`src/csil_pkg.sv`:
```
// Purpose: Shared constants and state types of the CAN status and
//    interrupt block.
// Assumes: One peripheral clock with a synchronous active high reset.
// Notes: Offsets are full byte addresses on the register bus.
package csil_pkg;

   localparam int NUM_MB = 8;
   localparam int TIMER_W = 16;
   localparam int TEC_W = 9;
   localparam int REC_W = 8;

   localparam logic [31:0] ADR_MODE = 32'hF800_0000;
   localparam logic [31:0] ADR_IRQ_SET = 32'hF800_0004;
   localparam logic [31:0] ADR_IRQ_CLR = 32'hF800_0008;
   localparam logic [31:0] ADR_IRQ_MASK = 32'hF800_000C;
   localparam logic [31:0] ADR_STATUS = 32'hF800_0010;
   localparam logic [31:0] ADR_TIMER = 32'hF800_0018;

   localparam int MODE_HOLD_BIT = 6;
   localparam int MODE_NO_RETRY_BIT = 7;

   localparam int SR_MB_LSB = 0;
   localparam int SR_ERR_ACTIVE = 16;
   localparam int SR_WARN = 17;
   localparam int SR_ERR_PASSIVE = 18;
   localparam int SR_BUS_OFF = 19;
   localparam int SR_SLEEP = 20;
   localparam int SR_WAKEUP = 21;
   localparam int SR_ROLLOVER = 22;
   localparam int SR_TSTAMP = 23;
   localparam int SR_CRC_ERR = 24;
   localparam int SR_STUFF_ERR = 25;
   localparam int SR_ACK_ERR = 26;
   localparam int SR_FORM_ERR = 27;
   localparam int SR_BIT_ERR = 28;
   localparam int SR_RX_ACTIVE = 29;
   localparam int SR_TX_ACTIVE = 30;
   localparam int SR_OVL_ACTIVE = 31;

   localparam logic [31:0] MASK_IMPL = 32'h1FFF_00FF;
   localparam logic [31:0] MASK_RST = 32'h0000_0000;
   localparam logic [31:0] STICKY_RST = 32'h0000_0000;
   localparam logic [NUM_MB-1:0] MB_RST = 8'h00;
   localparam logic [TIMER_W-1:0] TIMER_MAX = 16'hFFFF;
   localparam logic [TIMER_W-1:0] TIMER_RST = 16'h0000;

   localparam logic [9:0] WARN_LIMIT = 10'd96;
   localparam logic [9:0] PASSIVE_LIMIT = 10'd128;
   localparam logic [9:0] BUS_OFF_LIMIT = 10'd256;

   typedef struct packed {
      logic ack;
      logic [31:0] rdata;
      logic [31:0] mask;
      logic [31:0] sticky;
      logic no_retry;
      logic hold;
      logic [NUM_MB-1:0] pend;
      logic [NUM_MB-1:0] rdy;
      logic [NUM_MB-1:0] abt;
      logic irq;
   } csil_state_t;

   typedef struct packed {
      logic [TIMER_W-1:0] value;
      logic roll;
   } csil_timer_state_t;

endpackage

```
`src/csil_timer.sv`:
```
// Purpose: Free running internal timer with optional hold at maximum.
// Assumes: Tick and clear come from logic on the same clock.
// Notes: The rollover pulse follows the tick that meets the maximum.
`timescale 1ns/1ps
module csil_timer (
   input wire logic clk_i,
   input wire logic rst_i,
   input wire logic tick_i,
   input wire logic clear_i,
   input wire logic hold_at_max_i,
   output logic [csil_pkg::TIMER_W-1:0] value_o,
   output logic rollover_o
);
   import csil_pkg::*;

   csil_timer_state_t st_reg;
   csil_timer_state_t st_next;

   always_comb begin
      st_next = st_reg;
      st_next.roll = 1'b0;
      if (clear_i) begin
         st_next.value = TIMER_RST;
      end else if (tick_i) begin
         if (st_reg.value == TIMER_MAX) begin
            // Held value stays put until a clear, or a tick after the hold is dropped.
            if (!hold_at_max_i) begin
               st_next.value = TIMER_RST;
            end
            // Both the wrap and the freeze report a rollover.
            st_next.roll = 1'b1;
         end else begin
            st_next.value = st_reg.value + 16'h0001;
         end
      end
   end

   always_ff @(posedge clk_i) begin
      if (rst_i) begin
         st_reg <= '{value: TIMER_RST, roll: 1'b0};
      end else begin
         st_reg <= st_next;
      end
   end

   assign value_o = st_reg.value;
   assign rollover_o = st_reg.roll;

endmodule

```
`src/csil_top.sv`:
```
// Purpose: Status flags, interrupt masks, timer and retry options of a
//    CAN controller, reached over a classic Wishbone slave.
// Assumes: All event and level inputs come from logic on clk_i.
// Notes: Every access is answered one cycle after it is seen.
//
// Behaviour
// - Without hold, timer wraps past maximum.
// - With hold, timer stops at maximum.
// - Without no-retry, lost arbitration keeps request.
// - With no-retry, loss aborts, raising abort, ready.
// - Enable-set ones set mask bits.
// - Enable-clear ones clear mask bits.
// - Mask register reads current enables.
// - Mailboxes bits 0-7, states bits 16-23.
// - Bus error sources occupy bits 24-28.
// - Mailbox bit reads ready or abort.
// - Confinement flags sticky until status read.
// - Error active when neither passive nor off.
// - Warning when either counter reaches 96.
// - Passive when either counter reaches 128.
// - Bus off when transmit counter reaches 256.
// - Frozen timer at maximum raises rollover flag.
`timescale 1ns/1ps
module csil_top (
   input wire logic clk_i,
   input wire logic rst_i,
   input wire logic wb_cyc_i,
   input wire logic wb_stb_i,
   input wire logic wb_we_i,
   input wire logic [31:0] wb_adr_i,
   input wire logic [3:0] wb_sel_i,
   input wire logic [31:0] wb_dat_i,
   output logic [31:0] wb_dat_o,
   output logic wb_ack_o,
   input wire logic timer_tick_i,
   input wire logic timer_reset_i,
   output logic [csil_pkg::TIMER_W-1:0] timer_value_o,
   input wire logic frame_time_capture_i,
   input wire logic crc_error_i,
   input wire logic stuff_error_i,
   input wire logic ack_error_i,
   input wire logic form_error_i,
   input wire logic bit_error_i,
   input wire logic sleep_i,
   input wire logic wakeup_i,
   input wire logic overload_tx_active_i,
   input wire logic tx_active_i,
   input wire logic rx_active_i,
   input wire logic [csil_pkg::TEC_W-1:0] transmit_error_count_i,
   input wire logic [csil_pkg::REC_W-1:0] receive_error_count_i,
   input wire logic [csil_pkg::NUM_MB-1:0] mb_tx_request_i,
   input wire logic [csil_pkg::NUM_MB-1:0] mb_arb_loss_i,
   input wire logic [csil_pkg::NUM_MB-1:0] mb_done_i,
   input wire logic [csil_pkg::NUM_MB-1:0] mb_flag_clear_i,
   output logic [csil_pkg::NUM_MB-1:0] mb_pending_o,
   output logic [csil_pkg::NUM_MB-1:0] mailbox_ready_flag_o,
   output logic [csil_pkg::NUM_MB-1:0] mailbox_abort_flag_o,
   output logic irq_o
);
   import csil_pkg::*;

   csil_state_t st_reg;
   csil_state_t st_next;

   logic [TIMER_W-1:0] timer_value;
   logic timer_roll;
   logic req;
   logic rd_status;
   logic [31:0] wr_bits;
   logic [31:0] status_now;
   logic [31:0] status_after;
   logic [31:0] sticky_set;
   logic [9:0] tec_ext;
   logic [9:0] rec_ext;
   logic passive;
   logic bus_off;
   logic warn;
   logic [4:0] live_lvl;

   function automatic logic hit(input logic [31:0] adr,
                                input logic [31:0] target);
      hit = (adr == target);
   endfunction

   function automatic logic [31:0] lanes(input logic [3:0] sel);
      lanes = {{8{sel[3]}}, {8{sel[2]}}, {8{sel[1]}}, {8{sel[0]}}};
   endfunction

   // Combines sticky flags, mailbox flags and live levels into one word.
   // Live levels come in as an argument, because a continuous assignment
   // would not wake up on a signal that the function only reads inside.
   function automatic logic [31:0] build_status(
      input logic [31:0] sticky,
      input logic [NUM_MB-1:0] rdy,
      input logic [NUM_MB-1:0] abt,
      input logic [4:0] live
   );
      logic [31:0] s;
      s = sticky & MASK_IMPL;
      s[SR_MB_LSB +: NUM_MB] = rdy | abt;
      s[SR_SLEEP] = live[0];
      s[SR_WAKEUP] = live[1];
      s[SR_RX_ACTIVE] = live[2];
      s[SR_TX_ACTIVE] = live[3];
      s[SR_OVL_ACTIVE] = live[4];
      build_status = s;
   endfunction

   csil_timer u_timer (
      .clk_i(clk_i),
      .rst_i(rst_i),
      .tick_i(timer_tick_i),
      .clear_i(timer_reset_i),
      .hold_at_max_i(st_reg.hold),
      .value_o(timer_value),
      .rollover_o(timer_roll)
   );

   assign tec_ext = {1'b0, transmit_error_count_i};
   assign rec_ext = {2'b00, receive_error_count_i};
   assign passive = (tec_ext >= PASSIVE_LIMIT) ||
                    (rec_ext >= PASSIVE_LIMIT);
   assign bus_off = (tec_ext >= BUS_OFF_LIMIT);
   assign warn = (tec_ext >= WARN_LIMIT) ||
                 (rec_ext >= WARN_LIMIT);

   assign req = wb_cyc_i && wb_stb_i && !st_reg.ack;
   assign rd_status = req && !wb_we_i && hit(wb_adr_i, ADR_STATUS);
   assign wr_bits = wb_dat_i & lanes(wb_sel_i);
   assign live_lvl = {overload_tx_active_i, tx_active_i, rx_active_i,
                      wakeup_i, sleep_i};
   assign status_now = build_status(st_reg.sticky, st_reg.rdy,
                                    st_reg.abt, live_lvl);

   always_comb begin
      sticky_set = '0;
      sticky_set[SR_ERR_ACTIVE] = !passive && !bus_off;
      sticky_set[SR_WARN] = warn;
      sticky_set[SR_ERR_PASSIVE] = passive;
      sticky_set[SR_BUS_OFF] = bus_off;
      sticky_set[SR_ROLLOVER] = timer_roll;
      sticky_set[SR_TSTAMP] = frame_time_capture_i;
      sticky_set[SR_CRC_ERR] = crc_error_i;
      sticky_set[SR_STUFF_ERR] = stuff_error_i;
      sticky_set[SR_ACK_ERR] = ack_error_i;
      sticky_set[SR_FORM_ERR] = form_error_i;
      sticky_set[SR_BIT_ERR] = bit_error_i;
   end

   always_comb begin
      st_next = st_reg;
      st_next.ack = req;
      if (req) begin
         st_next.rdata = 32'h0000_0000;
      end

      if (req && !wb_we_i) begin
         if (hit(wb_adr_i, ADR_MODE)) begin
            st_next.rdata[MODE_HOLD_BIT] = st_reg.hold;
            st_next.rdata[MODE_NO_RETRY_BIT] = st_reg.no_retry;
         end else if (hit(wb_adr_i, ADR_IRQ_MASK)) begin
            st_next.rdata = st_reg.mask;
         end else if (hit(wb_adr_i, ADR_STATUS)) begin
            st_next.rdata = status_now;
         end else if (hit(wb_adr_i, ADR_TIMER)) begin
            st_next.rdata[TIMER_W-1:0] = timer_value;
         end
      end

      if (req && wb_we_i) begin
         if (hit(wb_adr_i, ADR_MODE) && wb_sel_i[0]) begin
            st_next.hold = wb_dat_i[MODE_HOLD_BIT];
            st_next.no_retry = wb_dat_i[MODE_NO_RETRY_BIT];
         end else if (hit(wb_adr_i, ADR_IRQ_SET)) begin
            st_next.mask = st_reg.mask | (wr_bits & MASK_IMPL);
         end else if (hit(wb_adr_i, ADR_IRQ_CLR)) begin
            st_next.mask = st_reg.mask & ~wr_bits;
         end
      end

      // A status read clears the sticky flags, but an event in the same
      // cycle still lands, so nothing is lost between read and clear.
      if (rd_status) begin
         st_next.sticky = STICKY_RST;
      end
      st_next.sticky = (st_next.sticky | sticky_set) & MASK_IMPL;

      for (int i = 0; i < NUM_MB; i++) begin
         if (mb_flag_clear_i[i] || mb_tx_request_i[i]) begin
            st_next.rdy[i] = 1'b0;
            st_next.abt[i] = 1'b0;
         end
         if (mb_tx_request_i[i]) begin
            st_next.pend[i] = 1'b1;
         end
         if (mb_done_i[i]) begin
            st_next.pend[i] = 1'b0;
            st_next.rdy[i] = 1'b1;
         end
         if (mb_arb_loss_i[i] && st_reg.pend[i]) begin
            if (st_reg.no_retry) begin
               st_next.pend[i] = 1'b0;
               st_next.rdy[i] = 1'b1;
               st_next.abt[i] = 1'b1;
            end else begin
               st_next.pend[i] = 1'b1;
            end
         end
      end
   end

   assign status_after = build_status(st_next.sticky, st_next.rdy,
                                      st_next.abt, live_lvl);

   always_ff @(posedge clk_i) begin
      if (rst_i) begin
         st_reg.ack <= 1'b0;
         st_reg.rdata <= 32'h0000_0000;
         st_reg.mask <= MASK_RST;
         st_reg.sticky <= STICKY_RST;
         st_reg.no_retry <= 1'b0;
         st_reg.hold <= 1'b0;
         st_reg.pend <= MB_RST;
         st_reg.rdy <= MB_RST;
         st_reg.abt <= MB_RST;
         st_reg.irq <= 1'b0;
      end else begin
         st_reg <= st_next;
         // Registered so the line never glitches on level inputs.
         st_reg.irq <= |(status_after & st_next.mask);
      end
   end

   assign wb_ack_o = st_reg.ack;
   assign wb_dat_o = st_reg.rdata;
   assign timer_value_o = timer_value;
   assign mb_pending_o = st_reg.pend;
   assign mailbox_ready_flag_o = st_reg.rdy;
   assign mailbox_abort_flag_o = st_reg.abt;
   assign irq_o = st_reg.irq;

endmodule

```
`config.mk`:
```
export PLATFORM = sky130hd
export DESIGN_NAME = csil_top
export DESIGN_NICKNAME = d
export VERILOG_FILES = /design/src/csil_pkg.sv /design/src/csil_timer.sv /design/src/csil_top.sv
export SDC_FILE = /design/constraint.sdc
export NUM_CORES = 1
export LEC_CHECK = 0
export ABC_AREA = 1
export BUFFER_PORTS_ARGS = -buffer_cell sky130_fd_sc_hd__buf_2
export CAP_MARGIN = 20
export CORE_ASPECT_RATIO = 0.7
export CORE_MARGIN = 2
export CORE_UTILIZATION = 40
export DETAILED_ROUTE_END_ITERATION = 8
export MAX_ROUTING_LAYER = met4
export SYNTH_ARGS = -nofsm -noshare
export SYNTH_HDL_FRONTEND = slang
export SYNTH_SLANG_ARGS = --single-unit
```
`constraint.sdc`:
```
create_clock -name clk_i -period 3 [get_ports clk_i]
set_input_delay 0 -clock clk_i [delete_from_list [all_inputs] [get_ports clk_i]]
set_output_delay 0 -clock clk_i [all_outputs]
set_load 0.1 [all_outputs]
```
==> run metrics <==
gp weighted congestion 0.863; starting density of the core 0.412; Seq cells post-synth 120; count of cells along the worst hold path 4; count of distinct cell types in the synthesized netlist 41; final setup vio count 0; Static Leakage 4.34 nW; GRT overflow 0; First-pass DRT Iterations 6; Clock H-tree levels 4; PnR Total Power 4.32 mW; Worst VDD drop 0.258 mV; TritonCTS clock tree yes; post-layout instance area 0.00906 sq mm; class of the worst hold path input port to register; sum of routed wire length over all layers 21700 um; floorplan die area 0.0181 sq mm; antenna violations before repair 1; RR Startpoint wb_ack_o; core area 0.0165 sq mm; count of fill cells added during filler insertion 1701; average wire per cell in the routed design 14.6 um; DRC violation count after routing 0; via count 7297; arrival time worst endpoint 2790 ps; post-detail-place hpwl 15200 um; number of clock buffers inserted by TritonCTS 17; ratio of cells with drive above 1 in the final layout 0.219; warning count from the yosys run 0; die span in x 160 um; Worst Tran Pin Value 730 ps; number of DRC markers after the initial detailed-route iteration 634; total setup buffers inserted after CTS 0; power density over the cells 477 mW/mm^2; share of synthesized cell area in and, or, nand and nor gates 0.302; outcome complete, no violations; core occupancy in the finished layout 0.550; Placed Area 0.00759 sq mm; post-route minimum period 2500 ps; Cells after Synth 1028; total negative slack 0 ps; pin count of the biggest net entering global routing 58; multiplexer share of the synthesized area 0; Startpoint Class input port; Reg clk slew, reported paths 60 ps; post-layout net count 1385; setup repair after global routing missed its margin false; clock insertion delay at the later pin of the skew report 420 ps; boundary pin count 209; Reg2Reg Depth 8; worst slew margin relative to its limit 0.510; post-route clock skew 7.08 ps; area share of xor/xnor cells in the synthesized design 0.00129; proportion of synthesized chip area in sequential cells 0.353; area of the mapped netlist 0.00680 sq mm; number of sinks driven by the clock tree 120; reg-to-reg setup timing slack 670 ps; max-cap violations 0; Hold Path Origin mb_tx_request_i[0]; number of enable-type register cells in the synthesized netlist 0; Vias per Instance 4.90; CTS Buffer Depth 2; share of synthesized cell area in full adder, half adder and majority cells 0.00184; Worst Hold Path EP mailbox_ready_flag_o[0]; max FFs per register 45; launch point of the critical path transmit_error_count_i[8]; critical-path maximum fanout 3; antenna-violating nets left 0; maximum achievable frequency 399 MHz; worst reg2reg path endpoint st_reg[74]; fraction of the mapped netlist area in compound gates 0.169; standard-cell rows 39; Critical Path RT 3290 ps; Port Buf Inserts 198; CP endpoint kind register; GRT Util Overall 0.253; kind of critical path input port to register; fraction of the cycle the final worst path needs 0.835; area growth from synthesis to layout 33.3%; total count of max-transition violations in the final report 0; async set or reset register ratio after synthesis 0; Post-Synthesis Mean Instance Area 6.62 sq um; height of the die 113 um; synthesized netlist net count 1164; main combinational cell family by area after synthesis simple AND/OR/NAND/NOR gates; via count of the first global-routing pass 6919; global-route wire length before repair 35200 um; dominant register cell in the synthesized netlist sky130_fd_sc_hd__dfxtp_1; number of endpoints with negative hold slack in the final report 0; clock tree root buffer cell sky130_fd_sc_hd__clkbuf_16
[per-stage QoR]
| step | cells | hold WS (ps) | setup slack (ps) |
|---|---|---|---|
| 2_1_floorplan | 1028 | 93.6 | 436 |
| 3_3_place_gp | 1371 | 200 | 844 |
| 3_5_place_dp | 1371 | 204 | 818 |
| 4_1_cts | 1487 | 2.22 | 568 |
| 5_1_grt | 1488 | 45.3 | 320 |
| 6_report | 1488 | 21.1 | 495 |
[worst max path at each step]
stage	endpoint	slack, ps	cells past startpoint
floorplan	u_timer.value_o[11]	440	9
global placement	u_timer.value_o[8]	840	11
detailed placement	u_timer.value_o[8]	820	11
CTS	irq_o	570	14
global route	irq_o	320	14
finish	irq_o	500	14
[cells by family (layout without fill, tap and decap cells)]
| kind of cell | Yosys count | count (layout) |
|---|---|---|
| simple gates | 473 | 473 |
| buf+inv | 248 | 482 |
| compound gates | 185 | 185 |
| flops | 120 | 120 |
| fa+ha+maj | 1 | 1 |
| xor+xnor | 1 | 1 |
| other cells | 0 | 1 |
[synth_stat cells (11+ instances only)]
master                     count  area share
sky130_fd_sc_hd__a211oi_1     11       0.012
sky130_fd_sc_hd__a21oi_1      75       0.055
sky130_fd_sc_hd__a311oi_1     15       0.019
sky130_fd_sc_hd__buf_4        57       0.063
sky130_fd_sc_hd__clkbuf_1     26       0.014
sky130_fd_sc_hd__dfxtp_1     120        0.35
sky130_fd_sc_hd__inv_1       144       0.079
sky130_fd_sc_hd__nand2_1     246        0.14
sky130_fd_sc_hd__nand3_1      81       0.060
sky130_fd_sc_hd__nor2_1      101       0.056
sky130_fd_sc_hd__o211ai_1     30       0.033
sky130_fd_sc_hd__o21ai_0      29       0.021
[worst max-delay path, stage by stage]
cell and delay [ps]:
sky130_fd_sc_hd__dlygate4sd3_1 530, sky130_fd_sc_hd__buf_2 140, sky130_fd_sc_hd__nor2_1 90, sky130_fd_sc_hd__inv_1 40
sky130_fd_sc_hd__or2_2 320, sky130_fd_sc_hd__a221oi_1 290, sky130_fd_sc_hd__dlygate4sd3_1 610, sky130_fd_sc_hd__o21ai_0 110
sky130_fd_sc_hd__nand2_1 80, sky130_fd_sc_hd__nand2_1 50, sky130_fd_sc_hd__nor2_1 230, sky130_fd_sc_hd__nand3_1 110
sky130_fd_sc_hd__nor2_1 150, sky130_fd_sc_hd__nor2_1 50
[cells in the final DEF, fill, tap and decap left out, drive strengths merged]
| cell type | netlist | final |
|---|---|---|
| nand2 | 251 | 251 |
| a31oi | 2 | 2 |
| o311ai | 1 | 1 |
| nor4 | 5 | 5 |
| nor3 | 9 | 9 |
| o21ai | 37 | 37 |
| o31ai | 1 | 1 |
| o221ai | 6 | 6 |
| bufinv | 0 | 4 |
| a21boi | 1 | 1 |
| clkinvlp | 0 | 4 |
| dfxtp | 120 | 120 |
| xor2 | 1 | 1 |
| a311oi | 15 | 15 |
| o21a | 2 | 2 |
| nand3 | 86 | 86 |
| and3 | 2 | 2 |
| buf | 70 | 214 |
| clkinv | 2 | 6 |
| a21oi | 75 | 75 |
| clkbuf | 26 | 20 |
| ha | 1 | 1 |
| inv | 150 | 150 |
| nand4 | 9 | 9 |
| or2 | 1 | 1 |
| a221oi | 1 | 1 |
| o21bai | 3 | 3 |
| nor2 | 110 | 110 |
| diode | 0 | 1 |
| o211ai | 30 | 30 |
| a211oi | 11 | 11 |
| dlygate4sd3 | 0 | 84 |
[power by group]
group	switching, mW	total (mW)	internal, mW	leakage, nW
clock	0.780	2.21	1.43	0.298
combinational	0.302	0.476	0.174	3.07
sequential	0.0163	1.64	1.62	0.974
[routing by layer]
layer  routed length (um)  vias up  GRT usage  share of wire
met5                    0        -          -              0
li1                     -     3738          -              -
met4                  258        0     0.0667          0.012
met2                 9090      265      0.377           0.42
met1                10900     3271      0.349           0.50
met3                 1520       23     0.0557          0.070
[layout make-up]
cell class | count | area [sq um] | share of cell area
sequential | 120 | 2400 | 0.265
antenna | 1 | 2.50 | 0.000276
clock inverter | 12 | 174 | 0.0192
clock buffer | 20 | 457 | 0.0504
tap | 225 | 282 | 0.0311
multi-input combinational | 660 | 3220 | 0.355
timing repair buffer | 298 | 1950 | 0.216
inverter | 152 | 571 | 0.0629
[repair_timing]
| item | CTS | global route |
|---|---|---|
| hold buffers | 84 | 0 |
| resized for setup | 0 | 0 |
| hold endpoints to repair | 54 | 0 |
| setup endpoints to repair | 0 | 0 |
(Power assumes the default switching activity.)
